File: config.mk
export PLATFORM = sky130hd
export DESIGN_NAME = sequencer_command_decoder
export DESIGN_NICKNAME = d
export VERILOG_FILES = /design/src/seq_cmd_pkg.sv /design/src/sequencer_command_decoder.sv /design/src/event_copy_bank.sv
export SDC_FILE = /design/constraint.sdc
export NUM_CORES = 1
export LEC_CHECK = 0
export ABC_AREA = 1
export BUFFER_PORTS_ARGS = -buffer_cell sky130_fd_sc_hd__buf_4
export CORE_MARGIN = 3
export CORE_UTILIZATION = 25
export CTS_BUF_LIST = sky130_fd_sc_hd__clkbuf_8
export DETAILED_ROUTE_END_ITERATION = 12
export GPL_ROUTABILITY_DRIVEN = 0
export PLACE_DENSITY = 0.51
export SLEW_MARGIN = 20
export SYNTH_ARGS = -nofsm -noshare
export SYNTH_HDL_FRONTEND = slang
export SYNTH_SLANG_ARGS = --single-unit
export TNS_END_PERCENT = 5
File: constraint.sdc
create_clock -name clk -period 1.9 [get_ports clk]
set_clock_uncertainty 0.05 [all_clocks]
set_input_delay 0.095 -clock clk [delete_from_list [all_inputs] [get_ports clk]]
set_output_delay 0.095 -clock clk [all_outputs]
set_load 0.005 [all_outputs]
File: src/seq_cmd_pkg.sv
// Shared constants of the sequencer command decoder: opcodes, field
// positions, widths and reset values. No clock or reset assumptions.
package seq_cmd_pkg;

  // ----------------------------------------------------------------
  // Command word layout
  // ----------------------------------------------------------------
  localparam int WORD_W      = 32;
  localparam int OPC_HI      = 31;
  localparam int OPC_LO      = 28;
  localparam int OPC_W       = 4;
  localparam int COMBINE_BIT = 27;
  localparam int INVERT_BIT  = 26;
  localparam int EVENT_HI    = 25;
  localparam int EVENT_W     = 26;
  localparam int UPLOAD_HI   = 10;
  localparam int UPLOAD_W    = 11;
  localparam int ADDR_STEP   = 4;

  // ----------------------------------------------------------------
  // Event bit positions inside the 26-bit event field
  // ----------------------------------------------------------------
  localparam int EV_TWO_WIRE_DONE   = 0;
  localparam int EV_EXP_BUS_DONE    = 1;
  localparam int EV_VDMA1_DONE      = 2;
  localparam int EV_VDMA3_DONE      = 4;
  localparam int EV_SCALER_WIN_IDLE = 5;
  localparam int EV_SCALER_LN_IDLE  = 6;
  localparam int EV_UNUSED          = 7;
  localparam int EV_VSCALER_IDLE    = 8;
  localparam int EV_BLANK_B         = 9;
  localparam int EV_BLANK_A         = 10;
  localparam int EV_EVEN_FIELD_A    = 11;
  localparam int EV_ODD_FIELD_A     = 12;
  localparam int EV_EVEN_FIELD_B    = 13;
  localparam int EV_ODD_FIELD_B     = 14;
  localparam int EV_SOURCE_LINE     = 15;
  localparam int EV_TARGET_LINE     = 16;
  localparam int EV_PIN_LO          = 17;
  localparam int EV_SIGNAL_LO       = 21;

  // ----------------------------------------------------------------
  // Opcodes
  // ----------------------------------------------------------------
  typedef enum logic [3:0] {
    OP_SIGNAL_CLEAR_CMD = 4'h0,
    OP_SET_SIGNAL = 4'h1,
    OP_PAUSE      = 4'h2,
    OP_CHECK_LATE = 4'h3,
    OP_UPLOAD     = 4'h4,
    OP_STOP       = 4'h5,
    OP_INTERRUPT  = 4'h6,
    OP_JUMP       = 4'h8
  } opcode_t;

  // ----------------------------------------------------------------
  // Reset values and timing
  // ----------------------------------------------------------------
  localparam logic [31:0] PC_RESET   = 32'h0000_0000;
  localparam logic [1:0]  SYNC_FILL  = 2'h3;

endpackage

File: src/sequencer_command_decoder.sv
// Executes the conditional commands of one sequencer task: fetches
// command words from a streamed list and acts on them.
// Assumes the fetch DMA presents words in list order on word_*.
`timescale 1ns/1ps
module sequencer_command_decoder #(
  parameter int EVENT_W = 26
) (
  // Clock and reset
  input  wire logic                   clk,
  input  wire logic                   srst,
  // Task control
  input  wire logic                   run_start,
  input  wire logic                   pc_load,
  input  wire logic [31:0]            pc_load_value,
  input  wire logic                   int_clear,
  input  wire logic                   late_clear,
  // Command word stream
  input  wire logic                   word_valid,
  input  wire logic [31:0]            word_data,
  output logic                        word_ready_r,
  // Event sources
  input  wire logic [EVENT_W-1:0]     event_src,
  // Task state
  output logic                        task_run_enable_r,
  output logic [31:0]                 task_program_counter_r,
  output logic                        task_interrupt_flag_r,
  output logic                        late_flag_r,
  output logic [EVENT_W-1:0]          event_copy_r,
  // Upload request
  output logic                        upload_strobe_r,
  output logic [10:0]                 upload_sections_r
);

  initial begin
    if (EVENT_W != seq_cmd_pkg::EVENT_W) $error("EVENT_W must match command field");
  end

  // ----------------------------------------------------------------
  // Condition evaluation
  // ----------------------------------------------------------------
  function automatic logic cond_eval(input logic [31:0] w, input logic [EVENT_W-1:0] ev);
    logic [EVENT_W-1:0] sel;
    logic               comb;
    sel  = w[seq_cmd_pkg::EVENT_HI:0];
    comb = w[seq_cmd_pkg::COMBINE_BIT] ? |(sel & ev) : &(~sel | ev);
    return w[seq_cmd_pkg::INVERT_BIT] ? ~comb : comb;
  endfunction

  // No event addressed forces the command
  function automatic logic cond_forced(input logic [31:0] w, input logic [EVENT_W-1:0] ev);
    if (w[seq_cmd_pkg::EVENT_HI:0] == '0) begin
      return 1'b1;
    end
    return cond_eval(w, ev);
  endfunction

  // ----------------------------------------------------------------
  // Event copies
  // ----------------------------------------------------------------
  logic [EVENT_W-1:0] sig_set;
  logic [EVENT_W-1:0] sig_clr;
  logic [EVENT_W-1:0] events;

  event_copy_bank #(
    .N (EVENT_W)
  ) u_events (
    .clk       (clk),
    .srst      (srst),
    .src_level (event_src),
    .set_mask  (sig_set),
    .clr_mask  (sig_clr),
    .events_r  (events)
  );

  // ----------------------------------------------------------------
  // Sequencing
  // ----------------------------------------------------------------
  typedef enum logic [1:0] {
    ST_IDLE    = 2'b00,
    ST_FETCH   = 2'b01,
    ST_OPERAND = 2'b11,
    ST_WAIT    = 2'b10
  } state_t;

  state_t               state_r;
  state_t               state_nxt;
  logic [31:0]          held_r;
  logic                 jump_go_r;
  logic                 take;
  seq_cmd_pkg::opcode_t opc;
  logic                 cond_now;
  logic                 cond_stop;
  logic                 cond_held;

  assign take      = word_valid && word_ready_r;
  assign opc       = seq_cmd_pkg::opcode_t'(
                       word_data[seq_cmd_pkg::OPC_HI:seq_cmd_pkg::OPC_LO]);
  assign cond_now  = cond_eval(word_data, events);
  assign cond_stop = cond_forced(word_data, events);
  assign cond_held = cond_eval(held_r, events);
  assign sig_set   = (state_r == ST_FETCH && take && opc == seq_cmd_pkg::OP_SET_SIGNAL)
                     ? word_data[seq_cmd_pkg::EVENT_HI:0] : '0;
  assign sig_clr   = (state_r == ST_FETCH && take && opc == seq_cmd_pkg::OP_SIGNAL_CLEAR_CMD)
                     ? word_data[seq_cmd_pkg::EVENT_HI:0] : '0;

  always_comb begin
    state_nxt = state_r;
    unique case (state_r)
      ST_IDLE: begin
        if (task_run_enable_r) state_nxt = ST_FETCH;
      end
      ST_FETCH: begin
        if (take) begin
          unique case (opc)
            seq_cmd_pkg::OP_STOP:       if (cond_stop) state_nxt = ST_IDLE;
            seq_cmd_pkg::OP_JUMP:       state_nxt = ST_OPERAND;
            seq_cmd_pkg::OP_PAUSE:      if (!cond_now) state_nxt = ST_WAIT;
            seq_cmd_pkg::OP_CHECK_LATE: if (!cond_now) state_nxt = ST_WAIT;
            default:                    state_nxt = ST_FETCH;
          endcase
        end
      end
      ST_OPERAND: begin
        if (take) state_nxt = ST_FETCH;
      end
      ST_WAIT: begin
        if (cond_held) state_nxt = ST_FETCH;
      end
    endcase
  end

  always_ff @(posedge clk) begin
    if (srst) begin
      state_r <= ST_IDLE;
    end else begin
      state_r <= state_nxt;
    end
  end

  // Ready is registered, so it looks at the coming state
  always_ff @(posedge clk) begin
    if (srst) begin
      word_ready_r <= 1'b0;
    end else begin
      word_ready_r <= (state_nxt == ST_FETCH) || (state_nxt == ST_OPERAND);
    end
  end

  always_ff @(posedge clk) begin
    if (srst) begin
      held_r    <= '0;
      jump_go_r <= 1'b0;
    end else if (state_r == ST_FETCH && take) begin
      held_r    <= word_data;
      jump_go_r <= cond_stop;
    end
  end

  // ----------------------------------------------------------------
  // Run enable and program counter
  // ----------------------------------------------------------------
  always_ff @(posedge clk) begin
    if (srst) begin
      task_run_enable_r <= 1'b0;
    end else if (state_r == ST_FETCH && take && opc == seq_cmd_pkg::OP_STOP && cond_stop) begin
      task_run_enable_r <= 1'b0;
    end else if (run_start) begin
      task_run_enable_r <= 1'b1;
    end
  end

  // Loading is refused while the task runs to keep the list coherent
  always_ff @(posedge clk) begin
    if (srst) begin
      task_program_counter_r <= seq_cmd_pkg::PC_RESET;
    end else if (state_r == ST_OPERAND && take && jump_go_r) begin
      task_program_counter_r <= word_data;
    end else if (take) begin
      task_program_counter_r <= task_program_counter_r + 32'(seq_cmd_pkg::ADDR_STEP);
    end else if (pc_load && state_r == ST_IDLE && !task_run_enable_r) begin
      task_program_counter_r <= pc_load_value;
    end
  end

  // ----------------------------------------------------------------
  // Flags, signals and upload
  // ----------------------------------------------------------------
  logic int_hit;
  logic late_hit;

  assign int_hit  = state_r == ST_FETCH && take && opc == seq_cmd_pkg::OP_INTERRUPT && cond_now;
  assign late_hit = state_r == ST_FETCH && take && opc == seq_cmd_pkg::OP_CHECK_LATE && cond_now;

  always_ff @(posedge clk) begin
    if (srst) begin
      task_interrupt_flag_r <= 1'b0;
    end else begin
      task_interrupt_flag_r <= int_hit || (task_interrupt_flag_r && !int_clear);
    end
  end

  // Condition already true when checked means the list fell behind
  always_ff @(posedge clk) begin
    if (srst) begin
      late_flag_r <= 1'b0;
    end else begin
      late_flag_r <= late_hit || (late_flag_r && !late_clear);
    end
  end

  always_ff @(posedge clk) begin
    if (srst) begin
      upload_strobe_r   <= 1'b0;
      upload_sections_r <= '0;
    end else begin
      upload_strobe_r <= state_r == ST_FETCH && take && opc == seq_cmd_pkg::OP_UPLOAD;
      if (state_r == ST_FETCH && take && opc == seq_cmd_pkg::OP_UPLOAD) begin
        upload_sections_r <= word_data[seq_cmd_pkg::UPLOAD_HI:0];
      end
    end
  end

  always_ff @(posedge clk) begin
    if (srst) begin
      event_copy_r <= '0;
    end else begin
      event_copy_r <= events;
    end
  end

  // ----------------------------------------------------------------
  // Checks
  // ----------------------------------------------------------------
  stop_halts_a: assert property (@(posedge clk) disable iff (srst)
    (state_r == ST_FETCH && take && opc == seq_cmd_pkg::OP_STOP && cond_stop)
      |=> (!task_run_enable_r && state_r == ST_IDLE))
    else $error("stop did not halt the task");

  stop_skip_a: assert property (@(posedge clk) disable iff (srst)
    (state_r == ST_FETCH && take && opc == seq_cmd_pkg::OP_STOP && !cond_stop)
      |=> (state_r == ST_FETCH && task_run_enable_r))
    else $error("false stop halted the task");

  stop_empty_a: assert property (@(posedge clk) disable iff (srst)
    (state_r == ST_FETCH && take && opc == seq_cmd_pkg::OP_STOP
      && word_data[25:0] == 26'h0000000) |=> !task_run_enable_r)
    else $error("stop with no event did not halt");

  int_sets_a: assert property (@(posedge clk) disable iff (srst)
    (state_r == ST_FETCH && take && opc == seq_cmd_pkg::OP_INTERRUPT && cond_now)
      |=> (task_interrupt_flag_r && state_r == ST_FETCH))
    else $error("interrupt command did not set the flag");

  jump_load_a: assert property (@(posedge clk) disable iff (srst)
    (state_r == ST_OPERAND && take && jump_go_r)
      |=> task_program_counter_r == $past(word_data))
    else $error("taken jump did not load the counter");

  jump_skip_a: assert property (@(posedge clk) disable iff (srst)
    (state_r == ST_FETCH && take && opc == seq_cmd_pkg::OP_JUMP && !cond_stop)
      ##1 (state_r == ST_OPERAND && take)
      |=> task_program_counter_r == $past(task_program_counter_r, 2) + 32'h0000_0008)
    else $error("skipped jump did not advance past its operand");

  pause_holds_a: assert property (@(posedge clk) disable iff (srst)
    (state_r == ST_WAIT && !cond_held) |=> (state_r == ST_WAIT && !word_ready_r))
    else $error("pause left the wait state early");

  late_marks_a: assert property (@(posedge clk) disable iff (srst)
    (state_r == ST_FETCH && take && opc == seq_cmd_pkg::OP_CHECK_LATE && cond_now)
      |=> late_flag_r)
    else $error("late check did not raise late flag");

  upload_sect_a: assert property (@(posedge clk) disable iff (srst)
    (state_r == ST_FETCH && take && opc == seq_cmd_pkg::OP_UPLOAD)
      |=> (upload_strobe_r && upload_sections_r == $past(word_data[10:0])))
    else $error("upload sections not presented");

  signal_set_a: assert property (@(posedge clk) disable iff (srst)
    (sig_set != '0) |=> ((events & $past(sig_set)) == $past(sig_set)))
    else $error("set signal did not set event copies");

endmodule

File: src/event_copy_bank.sv
// Sequencer copies of the event sources: synchronised, edge driven,
// with command-driven set and clear. Sources are asynchronous to clk.
`timescale 1ns/1ps
module event_copy_bank #(
  parameter int N = 26
) (
  // Clock and reset
  input  wire logic         clk,
  input  wire logic         srst,
  // Raw event sources
  input  wire logic [N-1:0] src_level,
  // Command-driven copies
  input  wire logic [N-1:0] set_mask,
  input  wire logic [N-1:0] clr_mask,
  // Event copies
  output logic      [N-1:0] events_r
);

  initial begin
    if (N < 1) $error("event_copy_bank: N must be positive");
  end

  // ----------------------------------------------------------------
  // Three-stage synchroniser; stage one feeds only stage two
  // ----------------------------------------------------------------
  logic [N-1:0] sync1_r;
  logic [N-1:0] sync2_r;
  logic [N-1:0] sync3_r;
  logic [N-1:0] stable_r;
  logic [1:0]   fill_r;
  logic [N-1:0] agree;
  logic [N-1:0] rise;
  logic [N-1:0] fall;
  logic         armed;

  always_ff @(posedge clk) begin
    sync1_r <= src_level;
    sync2_r <= sync1_r;
    sync3_r <= sync2_r;
  end

  assign armed = (fill_r == seq_cmd_pkg::SYNC_FILL);
  assign agree = ~(sync2_r ^ sync3_r);
  assign rise  = armed ? (agree & sync3_r & ~stable_r) : '0;
  assign fall  = armed ? (agree & ~sync3_r & stable_r) : '0;

  // Levels seen while the chain fills are taken silently
  always_ff @(posedge clk) begin
    if (srst) begin
      fill_r   <= 2'h0;
      stable_r <= '0;
    end else if (!armed) begin
      fill_r   <= fill_r + 2'h1;
      stable_r <= sync3_r;
    end else begin
      stable_r <= (stable_r & ~agree) | (sync3_r & agree);
    end
  end

  // Set beats clear when both land in one cycle
  always_ff @(posedge clk) begin
    if (srst) begin
      events_r <= '0;
    end else begin
      events_r <= (events_r & ~(clr_mask | fall)) | set_mask | rise;
    end
  end

  rise_sets_a: assert property (@(posedge clk) disable iff (srst)
    (rise != '0) |=> ((events_r & $past(rise)) == $past(rise)))
    else $error("rising edge did not set its event copy");

endmodule

==> flow_summary.toml <==
[status]
outcome = "finished, violations left"
failed_checks = "negative setup slack"

[placed_design]
place_ws_ns = 0.0110
port_buffers = 170
dp_cells = 2086
dp_hpwl_um = 27500

[route]
route.detailed.drc = 0
finalWirelength_um = 37500
drt-pass1-iter-count = 5
detail_route.vias_per_cell = 4.62
route.vias.total = 10500
ant_nets = 0
route.detailed.wl_per_inst_um = 16.5
detailed_route_iter0_violations = 710

[clock_network]
clk_pin_slew_ns = 0.06
cts_num_sinks = 236
clk-insertion-delay-late_ns = 0.59
clockBufferDepth = 3
clk_root_buffer_cell = "clkbuf_8"
clock_tree.htree_level_count = 2
cts_tree = "done"
tritoncts.num_buffers = 46

[layout]
layout.area.seq_um2 = 4740
multiInputGateArea_um2 = 4970
layout-area-overhead-vs-synth_pct = 40.0
instances_no_fill = 2268
share_of_cells_above_drive_strength_1_pct = 20.0
final_net_count = 1853
fillerInstances = 4368

[power_and_ir_drop]
clock_power_share_pct = 42.4
sequentialPowerShare_pct = 43.6
power.share.combinational_pct = 14.1
leakagePower_nw = 6.66
p_switching_mw = 3.45
power_density_nw_per_um2 = 859
cellInternalPower_mw = 9.14
vdd_ir_drop_max_mv = 0.484
power.share.switching_pct = 27.4

[logic_synthesis]
synth_warnings = 0
synth_top_cell_area_share_pct = 45.1
synth_area_leaders = "dfxtp_1 (45%), nand2_1 (11%), ha_1 (6.5%)"
yosys_most_used_dff = "dfxtp_1"
post_synth_instance_area_um2 = 10500
netlist.top_cell.by_area = "dfxtp_1"
synth_async_reset_ratio_pct = 0
syn_nets = 1538
postSynthAreaPerCell_um2 = 7.55
yosysSeqAreaShare_pct = 45.1
syn-instance-count = 1387
synth_seq_cells = 236
synth-edff-count = 0
netlist-cell-type-count = 39

[global_routing]
grt_start_max_net_pins = 62
grtUsageMet1_pct = 22.3
global_route.overflow_total = 0
wire_length_of_the_first_global_routing_pass_um = 57400
groute.layer.met2.usage_pct = 25.7
globalRouteTotalUtil_pct = 16.5
grt_use_met3_pct = 3.15
first_global_vias = 10300
antenna_found_initial = 1
grt_most_used_layer = "met2"

[die]
die_x_um = 211
initial_utilization_pct = 25.5
floorplan.io_pins = 171
placementRows = 74
design.core.area_um2 = 41100
die_area_um2 = 44400
floorplan.die.height_um = 211

[timing]
report.final.slew_viol_count = 0
rsz0062_at_grt = "true"
setup_slack_ns = -0.0411
final_period_minus_worst_setup_slack_ns = 1.94
timing_worst_slew_pin_value_ns = 0.709
slew_headroom_pct = 52.7
setup_violation_total_in_the_final_timing_report = 2
period_share_pct = 102
finalHoldViolations = 0
achievable_frequency_mhz = 515
totalNegativeSetupSlack_ns = -0.0779

[critical_path]
arrival_ns = 2.37
critical_path.max_fanout = 4
worst-setup-path-type = "flop to flop"
worst_setup_path_start_kind = "flop"
critical_path_required_ns = 2.33
critPathCaptureType = "flop"

[flow_run]
max-cap-violations = 0

[worst_hold_path]
worstHoldPathType = "input pin to flop"
routing by layer:
| metal | wire [um] | share of wire, % |
|---|---|---|
| met5 | 0 | 0 |
| met4 | 1350 | 3.6 |
| met3 | 2650 | 7.1 |
| met2 | 16500 | 44 |
| met1 | 17000 | 45 |
critical path: stages, from the launching register on:
cell and delay, ns:
dfxtp_2 0.35, ha_4 0.15, nand2_4 0.06, nor2_4 0.13, nand3_2 0.08, inv_2 0.10
nand2_2 0.08, nor3_4 0.22, nand4_2 0.16, buf_4 0.17, nand2_1 0.05, nand2_1 0.05
o21ai_1 0.13, a21oi_1 0.07
stage by stage:
stage          hold WS [ns]  total power, mW  utilization [%]  cell area (um^2)
4_1_cts              0.0409             12.8             35.4             14600
3_3_place_gp          0.151             7.13             30.7             12600
2_1_floorplan        0.0727             6.34                -             10500
3_5_place_dp          0.151             7.16             30.7             12600
6_report             0.0938             12.6             35.6             14700
5_1_grt              0.0721             13.2             35.6             14700
power by group through the flow:
stage          registers, mW  clock network [mW]  logic [mW]
2_1_floorplan           5.55                   0       0.791
3_3_place_gp            5.57                   0        1.56
3_5_place_dp            5.58                   0        1.58
4_1_cts                 5.48                5.54        1.76
5_1_grt                 5.53                5.75        1.96
6_report                5.49                5.33        1.77
final timing paths:
path                              from                          to  slack [ns]  depth (start not counted)
min reg2reg       u_events.sync1_r[14]        u_events.sync2_r[14]        0.27                          0
max reg2reg  task_program_counter_r[3]  task_program_counter_r[24]       -0.04                         13
max          task_program_counter_r[3]  task_program_counter_r[24]       -0.04                         13
min                       event_src[4]         u_events.sync1_r[4]        0.09                          2
timing repair:
action | CTS | global route
resized for setup | 0 | 31
hold endpoints to repair | 130 | 0
setup buffers | 0 | 2
setup endpoints to repair | 0 | 28
hold buffers | 98 | 0
cell usage in the layout (no fill, tap or decap), drive strengths merged, types with 54 or more instances in the layout:
cell	Yosys	routed
buf	18	227
a21oi	82	82
nor2	167	167
o21ai	137	137
nand2	298	298
dlygate4sd3	0	98
clkbuf	40	60
nand3	64	64
inv	152	165
dfxtp	236	236
ha	54	54
cell type report:
type,instances,share of cell area [%]
well taps,532,4.54
repair buffers,325,18.6
clock buffers,60,5.63
diodes,1,0.0171
clock inverters,21,0.982
flip-flops and latches,236,32.4
multi-input cells,940,33.9
inverters,153,3.92
kinds of logic after synthesis:
family | synth area share, %
flip-flops | 45.1
XOR/XNOR | 1.67
adder cells (fa/ha/maj) | 6.45
buffers and inverters | 7.86
AO/OA/AOI/OAI | 15.8
AND/OR/NAND/NOR | 23.1
cells in the mapped netlist, types with 2 or more instances:
cell / n
a21oi_1: 81
nor2_1: 158
nor2_2: 3
inv_2: 4
buf_2: 15
xnor2_1: 6
nand3_1: 61
nand2_4: 3
nand4_1: 19
nand2_2: 2
a31oi_1: 44
o22ai_1: 3
o21bai_1: 4
nand4_2: 2
nand2_1: 293
ha_1: 54
or2_2: 2
nor3_1: 8
nand3_2: 3
xor2_1: 14
nor4_1: 4
nor2_4: 6
inv_1: 148
nor3_2: 2
o21ai_0: 133
o21ai_1: 3
clkbuf_1: 39
o211ai_1: 27
dfxtp_1: 236
No activity file was read; power rests on OpenSTA's default activity.
